### config.mk
export PLATFORM = sky130hd
export DESIGN_NAME = fild_top
export DESIGN_NICKNAME = d
export VERILOG_FILES = /design/src/hw/fild_top.v
export VERILOG_INCLUDE_DIRS = /design/src /design/src/hw
export SDC_FILE = /design/constraint.sdc
export NUM_CORES = 1
export LEC_CHECK = 0
export BUFFER_PORTS_ARGS = -buffer_cell sky130_fd_sc_hd__clkbuf_2
export CAP_MARGIN = 25
export CORE_AREA = 2 2 98 118
export CTS_CLUSTER_DIAMETER = 150
export DETAILED_ROUTE_END_ITERATION = 6
export DIE_AREA = 0 0 100 120
export SYNTH_ARGS = -nofsm -noshare
export SYNTH_HDL_FRONTEND = slang
export SYNTH_SLANG_ARGS = --single-unit
### constraint.sdc
create_clock -name core_clk_i -period 4.8 [get_ports core_clk_i]
set_clock_uncertainty 0.1 [all_clocks]
set_input_delay 0.96 -clock core_clk_i [delete_from_list [all_inputs] [get_ports core_clk_i]]
set_output_delay 0.96 -clock core_clk_i [all_outputs]
set_load 0.02 [all_outputs]
### src/hw/fild_regs.vh
// constants for the integer part and base-ten logarithm decoder
//------------------------------------------------------------
// Overview of operation
//------------------------------------------------------------
// Overview of operation
// - first word is 1111, coprocessor id, 000, then mode and register.
// - select bit 0 means register to register, 1 means memory operand.
// - register form takes the source specifier as source register number.
// - memory form takes the source specifier as the operand format code.
// - address modes 010 to 110 use the register field as address register.
// - data register direct only for byte, word, long, single; address direct illegal.
// - mode 111 register picks absolute, immediate or pc relative forms.
// - operation 0000001 is integer part, 0000011 is truncating integer part.
// - truncating integer part rounds toward zero whatever mode is selected.
// - integer parts keep signed zero and signed infinity unchanged.
// - integer parts clear branch, operand, overflow, underflow, divide bits; quotient kept.
// - decimal input inexact is cleared unless the format is packed.
// - condition codes and accrued byte update after every operation.
// - base-ten logarithm converts, computes log base ten, writes destination.
// - logarithm of negative value gives nan with operand error, else cleared.
// - logarithm of zero gives minus infinity and divide by zero; plus infinity passes.
// - ordinary integer part rounds with the mode from the control register.
// - equal source and destination registers read and write that one register.
// - operation 0010101 is the base-ten logarithm.
`ifndef FILD_REGS_VH
`define FILD_REGS_VH
// register byte offsets
`define FILD_ADDR_CTRL   4'h0
`define FILD_ADDR_STAT   4'h4
`define FILD_ADDR_DEC    4'h8
// control register reset and field
`define FILD_CTRL_RST    8'h00
`define FILD_RMODE_HI    5
`define FILD_RMODE_LO    4
// rounding mode codes
`define FILD_RM_ZERO     2'h1
// instruction field values
`define FILD_W0_TOP      4'hF
`define FILD_W0_MID      3'h0
`define FILD_OP_INT      7'h01
`define FILD_OP_INTRZ    7'h03
`define FILD_OP_LOG10    7'h15
// source formats
`define FILD_FMT_L       3'h0
`define FILD_FMT_S       3'h1
`define FILD_FMT_P       3'h3
`define FILD_FMT_W       3'h4
`define FILD_FMT_B       3'h6
`define FILD_FMT_BAD     3'h7
// address modes
`define FILD_MODE_DN     3'h0
`define FILD_MODE_AN     3'h1
`define FILD_MODE_IND    3'h2
`define FILD_MODE_EXT    3'h7
`define FILD_EXT_IMM     3'h4
// operand classes
`define FILD_CL_NORM     2'h0
`define FILD_CL_ZERO     2'h1
`define FILD_CL_INF      2'h2
`define FILD_CL_NAN      2'h3
// exception byte bit positions
`define FILD_EX_BRANCH_UNORDERED_BIT     7
`define FILD_EX_SIGNALLING_NAN_BIT     6
`define FILD_EX_OPERAND_ERROR_BIT    5
`define FILD_EX_OVERFLOW_BIT     4
`define FILD_EX_UNDERFLOW_BIT     3
`define FILD_EX_DZ       2
`define FILD_EX_RESULT_INEXACT_BIT    1
`define FILD_EX_DECIMAL_INPUT_INEXACT_BIT    0
// first word field positions
`define FILD_W0_TOP_HI   15
`define FILD_W0_TOP_LO   12
`define FILD_W0_ID_HI    11
`define FILD_W0_ID_LO    9
`define FILD_W0_MID_HI   8
`define FILD_W0_MID_LO   6
`define FILD_EA_MODE_HI  5
`define FILD_EA_MODE_LO  3
`define FILD_EA_REG_HI   2
`define FILD_EA_REG_LO   0
// second word field positions
`define FILD_W1_ZERO_HI  15
`define FILD_W1_RM       14
`define FILD_W1_ZERO_LO  13
`define FILD_W1_SPEC_HI  12
`define FILD_W1_SPEC_LO  10
`define FILD_W1_DST_HI   9
`define FILD_W1_DST_LO   7
`define FILD_W1_OP_HI    6
`define FILD_W1_OP_LO    0
// register write field positions
`define FILD_CTRL_HI     7
`define FILD_CTRL_LO     0
`define FILD_QUOT_HI     23
`define FILD_QUOT_LO     16
`define FILD_ACCR_HI     7
`define FILD_ACCR_LO     0
`endif

### src/hw/fild_top.v
// decoder and status unit for integer part and base-ten logarithm operations
`timescale 1ns/10ps
`default_nettype none
`include "fild_regs.vh"
module fild_top #(
  parameter [2:0] CP_ID = 3'h1
) (
  // clock and reset
  input  wire        core_clk_i,
  input  wire        resetn_i,
  // instruction and operand class, same clock
  input  wire        instr_valid_i,
  input  wire [15:0] instr_word0_i,
  input  wire [15:0] instr_word1_i,
  input  wire [1:0]  src_class_i,
  input  wire        src_sign_i,
  input  wire        src_signalling_nan_bit_i,
  input  wire        pk_inexact_i,
  input  wire        res_inexact_i,
  input  wire        res_sign_i,
  input  wire        res_zero_i,
  // register port
  input  wire [3:0]  reg_addr_i,
  input  wire [31:0] reg_wdata_i,
  input  wire        reg_wr_i,
  input  wire        reg_rd_i,
  output reg  [31:0] reg_rdata_o,
  // decoded operation
  output reg         dec_valid_o,
  output reg         dec_illegal_o,
  output reg  [1:0]  op_sel_o,
  output reg         mem_src_o,
  output reg  [2:0]  fp_source_register_o,
  output reg  [2:0]  src_fmt_o,
  output reg  [2:0]  fp_dest_register_o,
  output reg  [2:0]  ea_mode_o,
  output reg  [2:0]  ea_reg_o,
  output reg  [1:0]  round_mode_o,
  output reg         special_o,
  output reg  [1:0]  spec_class_o,
  output reg         spec_sign_o
);

  //------------------------------------------------------------
  // decode
  //------------------------------------------------------------
  localparam [1:0] OP_INT   = 2'h0;
  localparam [1:0] OP_INTRZ = 2'h1;
  localparam [1:0] OP_LOG   = 2'h2;
  localparam [1:0] OP_NONE  = 2'h3;

  reg  [7:0]  ctrl_reg;
  reg  [3:0]  cc_reg;
  reg  [7:0]  quot_reg;
  reg  [7:0]  exc_reg;
  reg  [7:0]  accr_reg;

  wire        rm_bit   = instr_word1_i[`FILD_W1_RM];
  wire [2:0]  spec_fld = instr_word1_i[`FILD_W1_SPEC_HI:`FILD_W1_SPEC_LO];
  wire [2:0]  dst_fld  = instr_word1_i[`FILD_W1_DST_HI:`FILD_W1_DST_LO];
  wire [6:0]  op_fld   = instr_word1_i[`FILD_W1_OP_HI:`FILD_W1_OP_LO];
  wire [2:0]  mode_fld = instr_word0_i[`FILD_EA_MODE_HI:`FILD_EA_MODE_LO];
  wire [2:0]  reg_fld  = instr_word0_i[`FILD_EA_REG_HI:`FILD_EA_REG_LO];
  reg  [1:0]  op_next;
  reg         bad_ea;
  reg         ill_next;

  // operation field and addressing legality
  always @* begin
    case (op_fld)
      `FILD_OP_INT:   op_next = OP_INT;
      `FILD_OP_INTRZ: op_next = OP_INTRZ;
      `FILD_OP_LOG10: op_next = OP_LOG;
      default:        op_next = OP_NONE;
    endcase
    bad_ea = 1'b0;
    if (rm_bit) begin
      if (spec_fld == `FILD_FMT_BAD) begin
        bad_ea = 1'b1;
      end
      case (mode_fld)
        `FILD_MODE_DN: bad_ea = bad_ea | ~((spec_fld == `FILD_FMT_B) | (spec_fld == `FILD_FMT_W) |
                                           (spec_fld == `FILD_FMT_L) | (spec_fld == `FILD_FMT_S));
        `FILD_MODE_AN: bad_ea = 1'b1;
        `FILD_MODE_EXT: bad_ea = bad_ea | (reg_fld > `FILD_EXT_IMM);
        default: bad_ea = bad_ea;
      endcase
    end
    ill_next = (instr_word0_i[`FILD_W0_TOP_HI:`FILD_W0_TOP_LO] != `FILD_W0_TOP) |
               (instr_word0_i[`FILD_W0_ID_HI:`FILD_W0_ID_LO] != CP_ID) |
               (instr_word0_i[`FILD_W0_MID_HI:`FILD_W0_MID_LO] != `FILD_W0_MID) |
               instr_word1_i[`FILD_W1_ZERO_HI] | instr_word1_i[`FILD_W1_ZERO_LO] |
               (op_next == OP_NONE) | bad_ea;
  end

  //------------------------------------------------------------
  // special operand results and exception byte
  //------------------------------------------------------------
  reg         sp_next;
  reg  [1:0]  scl_next;
  reg         ssg_next;
  reg  [7:0]  exc_next;
  reg  [3:0]  cc_next;
  wire        is_nan  = (src_class_i == `FILD_CL_NAN);
  wire        is_zero = (src_class_i == `FILD_CL_ZERO);
  wire        is_inf  = (src_class_i == `FILD_CL_INF);
  // packed memory operand lets the conversion report decimal inexact
  wire        mem_fmt_p = rm_bit & (spec_fld == `FILD_FMT_P);

  always @* begin
    sp_next  = 1'b1;
    scl_next = src_class_i;
    ssg_next = src_sign_i;
    exc_next = 8'h00;
    exc_next[`FILD_EX_SIGNALLING_NAN_BIT]  = is_nan & src_signalling_nan_bit_i;
    exc_next[`FILD_EX_DECIMAL_INPUT_INEXACT_BIT] = (mem_fmt_p) & pk_inexact_i;
    if (is_nan) begin
      scl_next = `FILD_CL_NAN;
    end else if (op_next == OP_LOG) begin
      if (src_sign_i & ~is_zero) begin
        scl_next = `FILD_CL_NAN;
        exc_next[`FILD_EX_OPERAND_ERROR_BIT] = 1'b1;
      end else if (is_zero) begin
        scl_next = `FILD_CL_INF;
        ssg_next = 1'b1;
        exc_next[`FILD_EX_DZ] = 1'b1;
      end else if (!is_inf) begin
        sp_next = 1'b0;
      end
    end else if (!is_zero && !is_inf) begin
      sp_next = 1'b0;
    end
    // in range results take sign and zero from the arithmetic unit
    if (!sp_next) begin
      scl_next = res_zero_i ? `FILD_CL_ZERO : `FILD_CL_NORM;
      ssg_next = res_sign_i;
      exc_next[`FILD_EX_RESULT_INEXACT_BIT] = res_inexact_i;
    end
    // condition codes: negative, zero, infinity, nan
    cc_next = {ssg_next, scl_next == `FILD_CL_ZERO, scl_next == `FILD_CL_INF,
               scl_next == `FILD_CL_NAN};
  end

  wire accept    = instr_valid_i & ~ill_next;

  //------------------------------------------------------------
  // decoded outputs
  //------------------------------------------------------------
  // latch decode one cycle after the instruction is offered
  always @(posedge core_clk_i) begin
    if (!resetn_i) begin
      dec_valid_o          <= 1'b0;
      dec_illegal_o        <= 1'b0;
      op_sel_o             <= OP_NONE;
      mem_src_o            <= 1'b0;
      fp_source_register_o <= 3'h0;
      src_fmt_o            <= 3'h0;
      fp_dest_register_o   <= 3'h0;
      ea_mode_o            <= 3'h0;
      ea_reg_o             <= 3'h0;
      round_mode_o         <= 2'h0;
      special_o            <= 1'b0;
      spec_class_o         <= 2'h0;
      spec_sign_o          <= 1'b0;
    end else begin
      dec_valid_o   <= accept;
      dec_illegal_o <= instr_valid_i & ill_next;
      if (instr_valid_i) begin
        op_sel_o             <= op_next;
        mem_src_o            <= rm_bit;
        fp_source_register_o <= rm_bit ? 3'h0 : spec_fld;
        src_fmt_o            <= rm_bit ? spec_fld : 3'h0;
        fp_dest_register_o   <= dst_fld;
        ea_mode_o            <= rm_bit ? mode_fld : 3'h0;
        ea_reg_o             <= rm_bit ? reg_fld : 3'h0;
        round_mode_o         <= (op_next == OP_INTRZ) ? `FILD_RM_ZERO
                              : ctrl_reg[`FILD_RMODE_HI:`FILD_RMODE_LO];
        special_o            <= sp_next;
        spec_class_o         <= scl_next;
        spec_sign_o          <= ssg_next;
      end
    end
  end

  //------------------------------------------------------------
  // registers
  //------------------------------------------------------------
  wire wr_ctrl = reg_wr_i & (reg_addr_i == `FILD_ADDR_CTRL);
  wire wr_stat = reg_wr_i & (reg_addr_i == `FILD_ADDR_STAT);

  // control, status and accrued state; a clear in the same cycle as a completed operation drops old accrued bits, then ORs in new exceptions
  always @(posedge core_clk_i) begin
    if (!resetn_i) begin
      ctrl_reg <= `FILD_CTRL_RST;
      cc_reg   <= 4'h0;
      quot_reg <= 8'h00;
      exc_reg  <= 8'h00;
      accr_reg <= 8'h00;
    end else begin
      if (wr_ctrl) begin
        ctrl_reg <= reg_wdata_i[`FILD_CTRL_HI:`FILD_CTRL_LO];
      end
      if (wr_stat) begin
        quot_reg <= reg_wdata_i[`FILD_QUOT_HI:`FILD_QUOT_LO];
      end
      if (accept) begin
        cc_reg   <= cc_next;
        exc_reg  <= exc_next;
        accr_reg <= (accr_reg & ~(wr_stat ? reg_wdata_i[`FILD_ACCR_HI:`FILD_ACCR_LO] : 8'h00)) | exc_next;
      end else if (wr_stat) begin
        accr_reg <= accr_reg & ~reg_wdata_i[`FILD_ACCR_HI:`FILD_ACCR_LO];
      end
    end
  end

  // read data stands the cycle after the strobe
  always @(posedge core_clk_i) begin
    if (!resetn_i) begin
      reg_rdata_o <= 32'h00000000;
    end else if (reg_rd_i) begin
      case (reg_addr_i)
        `FILD_ADDR_CTRL: reg_rdata_o <= {24'h000000, ctrl_reg};
        `FILD_ADDR_STAT: reg_rdata_o <= {4'h0, cc_reg, quot_reg, exc_reg, accr_reg};
        `FILD_ADDR_DEC:  reg_rdata_o <= {16'h0000, dec_illegal_o, dec_valid_o, op_sel_o, mem_src_o,
                                         src_fmt_o, fp_dest_register_o, ea_mode_o, 2'h0};
        default:         reg_rdata_o <= 32'h00000000;
      endcase
    end else begin
      reg_rdata_o <= 32'h00000000;
    end
  end

endmodule // fild_top
`default_nettype wire

# Word level (Yosys, flattened, before mapping)
# Cells that the tools add are included.
# Widths: inputs -> output; s select.
word_totals:
  ff_bits: 91
  word_cells: 118
  input_bits: 81
  out_inout_bits: 58
op_classes:
  n_bitwise: 27
  eq_ne: 23
  reduce_logical: 9
  order_cmp: 1
  mux: 39
ops:
  columns: ["operator", "n"]
  rows:
  - ["$pmux 28 s3", 1]
  - ["$mux 8", 3]
  - ["$mux 1", 23]
  - ["$and 8x8->8", 2]
  - ["$not 8->8", 2]
  - ["$eq 2x2->1 const B", 6]
  - ["$eq 3x3->1 const B", 4]
  - ["$mux 2", 6]
  - ["$mux 3", 4]
  - ["$or 1x1->1", 11]
  - ["$and 1x1->1", 8]
  - ["$or 8x7->8", 1]
  - ["$eq 7x1->1 const B", 1]
  - ["$eq 7x2->1 const B", 1]
  - ["$eq 7x5->1 const B", 1]
  - ["$eq 2x1->1 const B", 3]
  - ["$eq 3x1->1 const B", 2]
  - ["$logic_not 3->1", 2]
  - ["$pmux 2 s3", 1]
  - ["$eq 4x3->1 const B", 1]
  - ["$eq 4x4->1 const B", 1]
  - ["$logic_not 4->1", 1]
  - ["$ne 4x4->1 const B", 1]
  - ["$eq 3x2->1 const B", 1]
  - ["other kinds (9)", 12]

# Depth between registers and ports, before layout
# Gate-level depths: netlist of run 1.
depth:
  word_depth: 12
  ltp_mapped: 8

# Worst setup path before layout of run 1
# No wires, ideal clock.
synth_path:
  kind: "input -> register"
  startpoint: "input instr_word1_i[3]"
  endpoint: "register accr_reg[2]"
  setup_ns: 0.066
  cell_stages: 6
  path_slack_ns: 2.096
  arrival_ns: 2.538
  path_cell_list: "or4b_4 > nor3_4 > or2_4 > nand3_2 > or4b_4 > a21boi_2"
synth_via:
  elab_chain_len: 8
synth_rtl:
  columns: ["item", "line_no", "text"]
  rows:
  - ["start, declared", "fild_top.v:14", "input wire [15:0] instr_word1_i,"]
  - ["$eq 7x5->1 (tied with other cells)", "fild_top.v:70", "case (op_fld)"]
  - ["$pmux 2 s3 (*)", "fild_top.v:70", null]
  - ["$eq 2x2->1", "fild_top.v:93", "(op_next == OP_NONE) | bad_ea;"]
  - ["$or 1x1->1 (2 in series)", "fild_top.v:89", "ill_next = (instr_word0_i[`FILD_W0_TOP_HI:`FILD_W0_TOP_LO] != `FILD_W0_TOP) |"]
  - ["$not 1->1", "fild_top.v:144", "wire accept = instr_valid_i & ~ill_next;"]
  - ["$and 1x1->1", "fild_top.v:144", null]
  - ["$mux 8 or $reduce_bool 2->1 (tied branches)", null, null]
  - ["end signal, assigned", "fild_top.v:209", "accr_reg <= (accr_reg & ~(wr_stat ? reg_wdata_i[`FILD_ACCR_HI:`FILD_ACCR_LO] : 8'h00)) | exc_next;"]
  - ["end signal, assigned", "fild_top.v:211", "accr_reg <= accr_reg & ~reg_wdata_i[`FILD_ACCR_HI:`FILD_ACCR_LO];"]
  - ["end, declared", "fild_top.v:56", "reg [7:0] accr_reg;"]
# Every way passes the cells marked *; elsewhere a longest branch is shown, timed or not.
# A chain may end at the register's enable or synchronous reset.

# Worst setup path after layout of run 1
layout_path:
  startpoint: "input instr_word1_i[3]"
  endpoint: "register exc_reg[2]"
layout_via:
  elab_chain_len: 7
layout_rtl:
  columns: ["item", "line_no", "text"]
  rows:
  - ["$eq 7x5->1 (tied with other cells)", "fild_top.v:70", null]
  - ["$pmux 2 s3 (*)", "fild_top.v:70", null]
  - ["$eq 2x2->1", "fild_top.v:93", null]
  - ["$or 1x1->1 (2 in series)", "fild_top.v:89", null]
  - ["$not 1->1", "fild_top.v:144", null]
  - ["$and 1x1->1", "fild_top.v:144", null]
  - ["end signal, assigned", "fild_top.v:208", "exc_reg <= exc_next;"]
  - ["end, declared", "fild_top.v:55", "reg [7:0] exc_reg;"]
# Marked as above.

==> results of run 1 <==
[routing by layer]
metal | global-route usage, % | wire (microns) | vias up
met5 | 0 | 0 | -
met4 | 8.733 | 204 | 0
met3 | 3.786 | 552 | 13
met2 | 25.13 | 4439 | 102
met1 | 19.99 | 4119 | 1372
li1 | - | - | 1516
[worst register-to-register path: stages, from the launching register on]
cell	delay, ns
dfxtp_1	0.33
a222oi_1	0.32
nor2_1	0.10
[layout make-up]
type / count / area share [%]
flip-flops and latches: 87 / 38.83
multi-input cells: 264 / 36.60
repair buffers: 122 / 13.84
clock buffers: 9 / 5.021
well taps: 132 / 3.682
clock inverters: 7 / 1.785
inverters: 3 / 0.2510
[worst max path at each step]
stage | startpoint | end | slack (ns) | cells past startpoint
2_1_floorplan | instr_word1_i[3] | accr_reg[2] | 2.10 | 6
3_3_place_gp | instr_word1_i[3] | accr_reg[2] | 1.63 | 7
3_5_place_dp | instr_word1_i[3] | exc_reg[2] | 1.60 | 7
4_1_cts | instr_word1_i[3] | exc_reg[2] | 1.96 | 7
5_1_grt | instr_word0_i[10] | exc_reg[2] | 1.77 | 7
6_report | instr_word1_i[3] | exc_reg[2] | 1.99 | 7
[cells by family after synthesis]
kind of cell    after synthesis
compound gates               81
buf+inv                      29
simple gates                168
mux                           6
flops                        87
fa+ha+maj                     4
xor+xnor                      1
other cells                   1
[cells in the final DEF (no fill, tap or decap), types with 7 or more instances in the layout]
cell type    n
clkbuf_16    9
clkbuf_2   118
dfxtp_1     87
and2_1      19
nand2_1     55
a21boi_0    26
a21oi_1     17
nor2_1      18
nand3_1     15
nor2b_1     29
a22oi_1      7
[where the power goes]
group	switching [uW]	internal (uW)	total, uW
sequential	7.43	733	741
combinational	74.8	52.5	127
clock	300	409	708
total	382	1190	1580
[cell usage after synthesis, drive strengths merged]
cell type  count
a21boi        30
o21ai          4
nor4           4
a31oi          2
dfxtp         87
nand3         16
a22o           1
nor2          19
nor3           3
a222oi         6
and4           1
conb           1
or3            1
buf            7
or2            1
o21a           5
xor2           1
a21oi         17
mux2i          6
nand3b         2
and2          20
nor2b         29
nand2         55
o2111a         1
a311oi         2
nor4b          4
inv            3
or4b           2
clkbuf        19
a22oi          7
o31a           1
and3           5
nand2b         3
ha             4
nand4          2
a221oi         1
and3b          1
o211a          4
[metrics by stage]
stage          hold slack [ns]  power (uW)  util, %  area (sq um)  setup WS, ns
3_5_place_dp            0.3255       885.6    38.24          4180         1.596
5_1_grt                 0.3563        1640    41.04          4486         1.771
6_report                0.3322        1576    41.04          4486         1.986
2_1_floorplan           0.3116       827.7        -          3518         2.096
4_1_cts                 0.3355        1598    41.04          4486         1.957
3_3_place_gp            0.3174       883.2    38.24          4180         1.632
==> run_results.csv, run 1 <==
group,metric,value,unit
status,status,"finished, final reports clean",
clock_tree,cts_resized,0,
route,antenna_left,0,
yosys,yosysWarnings,0,
place,dp_hpwl,6711,microns
yosys,synth_top_family_by_area,"simple AND/OR/NAND/NOR gates",
hold_path,hold_end,"accr_reg[3]",
place,globalplace.congestion,0.7588,
yosys,synth_area_leader_cell,"dfxtp_1",
sta,slew_headroom,40.41,%
clock_tree,cts_hold_buf,0,
floorplanning,die_area,12000,sq um
route,avgViaCountPerCell,4.813,
route,drc,0,
critical_path,critPathMaxStageDelay,0.62,ns
grt,first_global_vias,2999,
pwr,powerDensity,351.5,nW/um^2
yosys,syn-cell-area,3507,sq um
clock_tree,root_buffer,"clkbuf_16",
yosys,synth_cells,377,
critical_path,regToRegStartpoint,"fp_dest_register_o[0]",
hold_path,worstHoldStart,"accr_reg[3]",
route,drtPass1Iterations,7,
route,drt-total-wl,9315,microns
final_layout,final_cells,624,
final_layout,drive_above_1_share,30.28,%
clock_tree,clk_path_buf_depth,2,
route,vias,3003,
critical_path,endpoint_kind,"register",
place,portBuffers,118,
floorplanning,rows,42,
grt,antenna_found_initial,0,
final_layout,largest_reg_flops,28,
critical_path,slowest_stage,"or4b_4",
yosys,synth_fa_ha_area_share,1.427,%
critical_path,cp.arrival,2.98,ns
route,first_iter_violations,153,
yosys,synthMuxAreaShare,1.712,%
hold_path,holdPathStages,2,
clock_tree,cts_tree,"built",
place,dp_cells,608,
grt,track_usage,15.95,%
clock_tree,path_clk_slew,0.06,ns
final_layout,n_antenna_cell,0,
floorplanning,start_util,32.09,%
clock_tree,cts_sinks,87,
critical_path,cp_top_family,"simple AND/OR/NAND/NOR gates",
final_layout,area_growth_syn_to_layout,27.90,%
final_layout,largest_register,"reg_rdata_o",
yosys,synth-seq-area-share,49.66,%
clock_tree,post_cts_buffers,0,
clock_tree,clock_latency,0.34,ns
yosys,synth-simple-area-share,25.76,%
critical_path,path_max_fanout,11,
final_layout,nNetsFinal,572,
final_layout,multi_input_area,1642,sq um
critical_path,crit_top_cell,"or4b_4",
final_layout,regArea,1742,sq um
grt,grt_pass1_wl,14790,microns
floorplanning,core,10930,sq um
critical_path,crit_chain,"clkbuf_2, or4b_4, nor3_4, or2_4, nand3_2, or4b_4, a21boi_1",
sta,maxSlewViolCount,0,
floorplanning,die_w,100,microns
sta,tightest_slew,0.8933,ns
sta,period_needed,2.814,ns
pwr,leakagePower,0.001896,uW
route,wl_per_cell,14.93,microns
hold_path,hold_class,"reg -> reg",
critical_path,worstSetupPathType,"in -> reg",
critical_path,timing.rr.end,"reg_rdata_o[5]",
critical_path,reg2regPathDepth,2,
clock_tree,cts_max_level,3,
yosys,synth_xor_area_share,0.2497,%
sta,hold_viol,0,
final_layout,fillers,1127,
yosys,ys_types,50,
critical_path,cp.buffers_inverters,1,
sta,finalSetupViolations,0,
critical_path,worstPathRequired,4.97,ns
sta,setup_tns,0,ns
floorplanning,boundaryPins,139,
critical_path,r2r_slack,3.80,ns
yosys,synth.area.top_cells,"dfxtp_1 50%, nand2_1 5.9%, a21boi_0 5.6%",
sta,rsz0062_at_grt,"false",
floorplanning,fp.dieH,120,microns
clock_tree,numCtsBuffers,9,
yosys,synth_seq_cells,87,
sta,fmax,355.3,MHz
grt,grt_max_degree,63,
flow_run,drv_cap,0,
yosys,synth_compound_area_share,16.87,%
grt,grt-ovfl-total,0,
yosys,postSynthAreaPerCell,9.303,sq um
critical_path,start_kind,"input port",
pwr,peakVddDrop,0.1435,mV
sta,period_share,58.63,%
yosys,yosysTopAreaCellShare,49.66,%
Power figures use the tool's default switching activity.
==> inputs of run 2 (changes only) <==
==> constraint.sdc (replaced) <==
create_clock -name core_clk_i -period 2.67 [get_ports core_clk_i]
set_clock_uncertainty 0.1 [all_clocks]
set_input_delay 0.534 -clock core_clk_i [delete_from_list [all_inputs] [get_ports core_clk_i]]
set_output_delay 0.534 -clock core_clk_i [all_outputs]
set_load 0.02 [all_outputs]
==> run 2 against run 1 <==
Worst setup slack worse by 1.5 ns. Die area stayed put. Register-to-register slack worse by 2.2 ns. Total power is 88% higher. Final cell count up 1.1%. Routed wire length shrank 0.91%. Via count up 2.3%. Core utilization increased by 0.82 points. Combinational power up 83%. Worst hold slack worse by 0.039 ns. First-iteration DRC count down 17%. Largest cell class unchanged. Largest power group is now the clock network.
==> run_results.csv, run 2 (synthesized netlist as in run 1, its figures left out) <==
group,metric,value,unit
status,status,"finished, final reports clean",
sta,setup_tns,0,ns
final_layout,final_core_util,41.86,%
floorplanning,die_w,100,microns
route,drc,0,
clock_tree,path_clk_slew,0.06,ns
sta,holdWs,0.2930,ns
final_layout,final_common_cell,"clkbuf_2",
critical_path,r2r_slack,1.64,ns
floorplanning,boundaryPins,139,
place,portBuffers,118,
sta,tightest_slew,0.5499,ns
sta,rsz0062_at_grt,"false",
final_layout,area_growth_syn_to_layout,30.47,%
floorplanning,rows,42,
place,dp_hpwl,6928,microns
place,place_ws,0.09877,ns
critical_path,worstPathRequired,2.84,ns
route,drtPass1Iterations,6,
clock_tree,cts_tree,"built",
final_layout,final_cells,631,
sta,hold_viol,0,
sta,maxSlewViolCount,0,
final_layout,largest_reg_flops,28,
route,drt-total-wl,9230,microns
grt,first_global_vias,3009,
clock_tree,cts_resized,0,
sta,slew_headroom,62.82,%
grt,grt_max_degree,53,
pwr,powerDensity,647.4,nW/um^2
clock_tree,numCtsBuffers,9,
final_layout,nNetsFinal,579,
pwr,peakVddDrop,0.3258,mV
sta,fmax,459.8,MHz
clock_tree,post_cts_buffers,0,
clock_tree,clk_path_buf_depth,2,
route,avgViaCountPerCell,4.867,
route,antenna_left,0,
clock_tree,cts_max_level,3,
floorplanning,die_area,12000,sq um
hold_path,hold_class,"in -> reg",
pwr,leakagePower,0.001953,uW
sta,period_needed,2.175,ns
critical_path,endpoint_kind,"register",
clock_tree,clock_latency,0.34,ns
critical_path,cp.arrival,2.35,ns
place,globalplace.congestion,0.8449,
critical_path,start_kind,"input port",
grt,antenna_found_initial,0,
route,vias,3071,
clock_tree,root_buffer,"clkbuf_16",
grt,track_usage,15.58,%
sta,worst_slack,0.4950,ns
floorplanning,start_util,32.09,%
sta,period_share,81.46,%
route,wl_per_cell,14.63,microns
floorplanning,core,10930,sq um
sta,finalSetupViolations,0,
critical_path,path_max_fanout,10,
place,dp_cells,615,
grt,grt_pass1_wl,14600,microns
floorplanning,fp.dieH,120,microns
final_layout,layout_common_cells,"118 x clkbuf_2, 87 x dfxtp_1, 55 x nand2_1",
route,first_iter_violations,127,
clock_tree,cts_hold_buf,0,
final_layout,n_antenna_cell,0,
critical_path,worstSetupPathType,"in -> reg",
flow_run,drv_cap,0,
grt,grt-ovfl-total,0,
final_layout,drive_above_1_share,31.26,%
clock_tree,cts_sinks,87,
final_layout,largest_register,"reg_rdata_o",
run 2: cell types whose count changed in the layout (fill, tap and decap cells not counted):
cell / previous run / this run
clkinv_4: 2 / 1
inv_6: 2 / 0
bufinv_16: 1 / 2
buf_4: 4 / 11
clkinvlp_4: 2 / 1
clkbuf_8: 0 / 3
run 2: worst max-delay path, cell delays in order:
cell      delay (ns)
clkbuf_2        0.08
nor4_1          0.30
nand3_1         0.16
nor4_1          0.33
buf_4           0.18
nand3_2         0.08
buf_4           0.20
or3_1           0.35
a21boi_1        0.14
run 2: worst paths after layout:
kind,startpoint,depth (start not counted),to
hold / removal,reg_wdata_i[3],2,accr_reg[3]
setup reg to reg,ea_mode_o[0],2,reg_rdata_o[2]
hold reg to reg,accr_reg[3],2,accr_reg[3]
setup / recovery,instr_word0_i[7],9,cc_reg[1]
run 2: final cells by class:
type	count	area, sq um
Clock buffer	12	266.5
Clock inverter	4	76.32
Fill cell	1131	6355
Inverter	3	11.26
Multi-Input combinational cell	264	1642
Sequential cell	87	1742
Tap cell	132	165.2
Timing Repair Buffer	129	673.1
run 2: stage by stage:
stage | total power, uW | instance area, sq um
finish | 2962 | 4576
global route | 3077 | 4576
CTS | 3001 | 4576
detailed placement | 1595 | 4233
global placement | 1590 | 4233
floorplan | 1488 | 3518
run 2: routing by layer:
| metal | vias to the layer above | share of wire (%) | global-route usage, % |
|---|---|---|---|
| met3 | 20 | 6.8 | 3.378 |
| li1 | 1531 | - | - |
| met2 | 109 | 48 | 25.68 |
| met4 | 0 | 2.6 | 7.877 |
| met1 | 1411 | 43 | 19.01 |
| met5 | - | 0 | 0 |
run 2: report_power, final:
part / leakage [uW] / internal (uW) / switching, uW
clock network: 0.000165 / 897 / 500
registers: 0.000704 / 1320 / 14.1
logic: 0.00108 / 97.0 / 135
==> inputs of run 3 (changes only) <==
--- a/config.mk
+++ b/config.mk
@@ -6,12 +6,13 @@
 export SDC_FILE = /design/constraint.sdc
 export NUM_CORES = 1
 export LEC_CHECK = 0
+export ABC_AREA = 1
 export BUFFER_PORTS_ARGS = -buffer_cell sky130_fd_sc_hd__clkbuf_2
 export CAP_MARGIN = 25
-export CORE_AREA = 2 2 98 118
+export CORE_AREA = 2 2 101 122
 export CTS_CLUSTER_DIAMETER = 150
 export DETAILED_ROUTE_END_ITERATION = 6
-export DIE_AREA = 0 0 100 120
+export DIE_AREA = 0 0 103 124
 export SYNTH_ARGS = -nofsm -noshare
 export SYNTH_HDL_FRONTEND = slang
 export SYNTH_SLANG_ARGS = --single-unit
==> constraint.sdc (replaced) <==
create_clock -name core_clk_i -period 2.2 [get_ports core_clk_i]
set_clock_uncertainty 0.1 [all_clocks]
set_input_delay 0.44 -clock core_clk_i [delete_from_list [all_inputs] [get_ports core_clk_i]]
set_output_delay 0.44 -clock core_clk_i [all_outputs]
set_load 0.02 [all_outputs]
==> run 3 against run 2 <==
Final area grew 5.2%. Critical path depth is 3 higher. Flip-flop and latch count stayed put. Die area rose by 6.4%. Sequential share of layout area fell by 1.9 points. Via count is 18% higher. Synthesized area up 6.5%. Register-to-register slack lost 0.52 ns. Final cell count up 25%. Combinational power up 44%. Sequential power up 22%.
==> run_results.csv, run 3 <==
group,metric,value,unit
pwr,peakVddDrop,0.2663,mV
pwr,finalPower,3509,uW
floorplanning,rows,43,
critical_path,worstSetupPathType,"in -> reg",
clock_tree,cts_sinks,87,
yosys,yosysWarnings,0,
yosys,ys_types,34,
route,drc,0,
floorplanning,boundaryPins,139,
critical_path,r2r_slack,1.12,ns
critical_path,reg2regPathDepth,6,
clock_tree,cts_max_level,3,
route,first_iter_violations,135,
critical_path,regToRegStartpoint,"accr_reg[1]",
place,dp_hpwl,7892,microns
critical_path,timing.rr.end,"accr_reg[1]",
final_layout,largest_register,"reg_rdata_o",
place,dp_cells,774,
sta,maxSlewViolCount,0,
grt,grt_pass1_wl,15960,microns
clock_tree,cts_tree,"built",
sta,period_share,72.36,%
sta,rsz0062_at_grt,"false",
floorplanning,fp.dieH,124,microns
flow_run,drv_cap,0,
sta,period_needed,1.592,ns
yosys,synth.area.top_cells,"dfxtp_1 47%, nand2_1 12%, a21oi_1 7.1%",
clock_tree,cts_resized,0,
critical_path,endpoint_kind,"register",
final_layout,largest_reg_flops,28,
critical_path,path_max_fanout,14,
clock_tree,cts_hold_buf,0,
final_layout,nNetsFinal,713,
clock_tree,clk_path_buf_depth,2,
final_layout,layout_common_cells,"123 x nand2_1, 118 x clkbuf_2, 87 x dfxtp_1",
yosys,synth_seq_cells,87,
final_layout,n_antenna_cell,0,
place,portBuffers,118,
status,status,"finished, final reports clean",
hold_path,hold_class,"in -> reg",
clock_tree,path_clk_slew,0.06,ns
sta,finalSetupViolations,0,
final_layout,drive_above_1_share,26.70,%
sta,fmax,628.2,MHz
floorplanning,start_util,32.45,%
sta,setup_tns,0,ns
route,vias,3611,
grt,antenna_found_initial,0,
place,globalplace.congestion,0.8623,
yosys,synth_most_common_cell,"nand2_1",
yosys,synth_cells,508,
clock_tree,root_buffer,"clkbuf_16",
yosys,syn-cell-area,3736,sq um
final_layout,final_common_cell,"nand2_1",
grt,first_global_vias,3372,
clock_tree,numCtsBuffers,9,
floorplanning,die_area,12770,sq um
yosys,synth-seq-area-share,46.62,%
route,antenna_left,0,
clock_tree,clock_latency,0.34,ns
yosys,ys.flop_type,"dfxtp_1",
yosys,synth_commonest_cells,"123 x nand2_1, 87 x dfxtp_1, 66 x inv_1, 53 x a21oi_1, 35 x nor2_1",
hold_path,hold_end,"fp_dest_register_o[1]",
critical_path,cp.arrival,1.76,ns
final_layout,regArea,1742,sq um
yosys,async_reset_ff_share,0,%
sta,slew_headroom,59.18,%
critical_path,start_kind,"input port",
hold_path,holdPathStages,3,
grt,grt-ovfl-total,0,
yosys,postSynthAreaPerCell,7.354,sq um
route,drt-total-wl,10170,microns
pwr,powerDensity,729.1,nW/um^2
yosys,synth_edf_count,0,
floorplanning,die_w,103,microns
final_layout,fillers,1232,
yosys,synth_area_leader_cell,"dfxtp_1",
sta,tightest_slew,0.6117,ns
route,avgViaCountPerCell,4.571,
sta,hold_viol,0,
clock_tree,post_cts_buffers,0,
yosys,yosysTopAreaCellShare,46.62,%
final_layout,area_growth_syn_to_layout,28.83,%
floorplanning,core,11510,sq um
final_layout,final_cells,790,
critical_path,worstPathRequired,2.36,ns
grt,grt_max_degree,28,
route,drtPass1Iterations,4,
pwr,leakagePower,0.002253,uW
route,wl_per_cell,12.87,microns
grt,track_usage,16.45,%
hold_path,worstHoldStart,"instr_word1_i[8]",
final_layout,multi_input_area,1618,sq um
## run 3: cell count changes after synthesis, moves of 7 or more
cell	delta
nand3_1	+16
nand2_1	+68
nor3_1	+10
a21oi_1	+36
a21boi_0	-26
and2_1	-18
nor2_1	+17
nand4_1	+8
nor2b_1	-29
a22oi_1	-7
o21ai_0	+22
clkbuf_1	-8
inv_1	+63
## run 3: logic make-up (layout without fill, tap and decap cells)
group / count (synthesis) / after routing / share of synthesized area, %
AOI/OAI and AO/OA: 92 / 92 / 13.60
adders and majority gates: 4 / 4 / 1.340
buffers and inverters: 94 / 216 / 10.38
DFF: 87 / 87 / 46.62
other: 1 / 4 / 0.1004
and+or+nand+nor: 230 / 230 / 27.96
## run 3: routing by layer
| metal | vias to the layer above | share of wire (%) | wire length [microns] | global-route usage, % |
|---|---|---|---|---|
| met2 | 106 | 49 | 4992 | 27.92 |
| met5 | - | 0 | 0 | 0 |
| met1 | 1628 | 42 | 4275 | 19.17 |
| li1 | 1858 | - | - | - |
| met3 | 19 | 5.6 | 567 | 3.872 |
| met4 | 0 | 3.3 | 333 | 8.306 |
## run 3: layout make-up
| cell class | count | share of cell area (%) |
|---|---|---|
| Sequential cell | 87 | 36.18 |
| Multi-Input combinational cell | 330 | 33.61 |
| Timing Repair Buffer | 130 | 14.14 |
| Inverter | 70 | 5.563 |
| Clock buffer | 12 | 5.329 |
| Tap cell | 157 | 4.081 |
| Clock inverter | 4 | 1.092 |
## run 3: power by group
| part | switching (uW) | total (uW) | internal, uW |
|---|---|---|---|
| Sequential | 17.3 | 1620 | 1610 |
| Combinational | 218 | 334 | 116 |
| Clock | 606 | 1550 | 946 |
## run 3: worst max-delay path, cell delays in order
cell      delay (ns)
clkbuf_2        0.08
inv_1           0.06
nand2_1         0.07
nor2_2          0.12
nand2_1         0.15
nand3_2         0.13
nand2_2         0.08
clkinv_4        0.08
nand3_4         0.17
inv_1           0.17
nand3_1         0.09
a21oi_1         0.12
## run 3: worst max path at each step
| stage | from | end |
|---|---|---|
| floorplan | instr_word1_i[5] | accr_reg[5] |
| global placement | instr_word1_i[5] | exc_reg[6] |
| detailed placement | instr_word1_i[5] | exc_reg[6] |
| CTS | instr_word1_i[5] | exc_reg[6] |
| global route | instr_word1_i[5] | cc_reg[3] |
| finish | instr_word1_i[5] | exc_reg[6] |
## run 3: metrics by stage
stage	setup WS, ns	instance area (sq um)	hold slack, ns	utilization [%]
2_1_floorplan	0.5669	3747	0.3204	-
3_3_place_gp	0.2659	4504	0.3277	39.12
3_5_place_dp	0.2297	4504	0.3360	39.12
4_1_cts	0.5772	4813	0.2293	41.81
5_1_grt	0.4148	4813	0.2643	41.81
6_report	0.6081	4813	0.2326	41.81
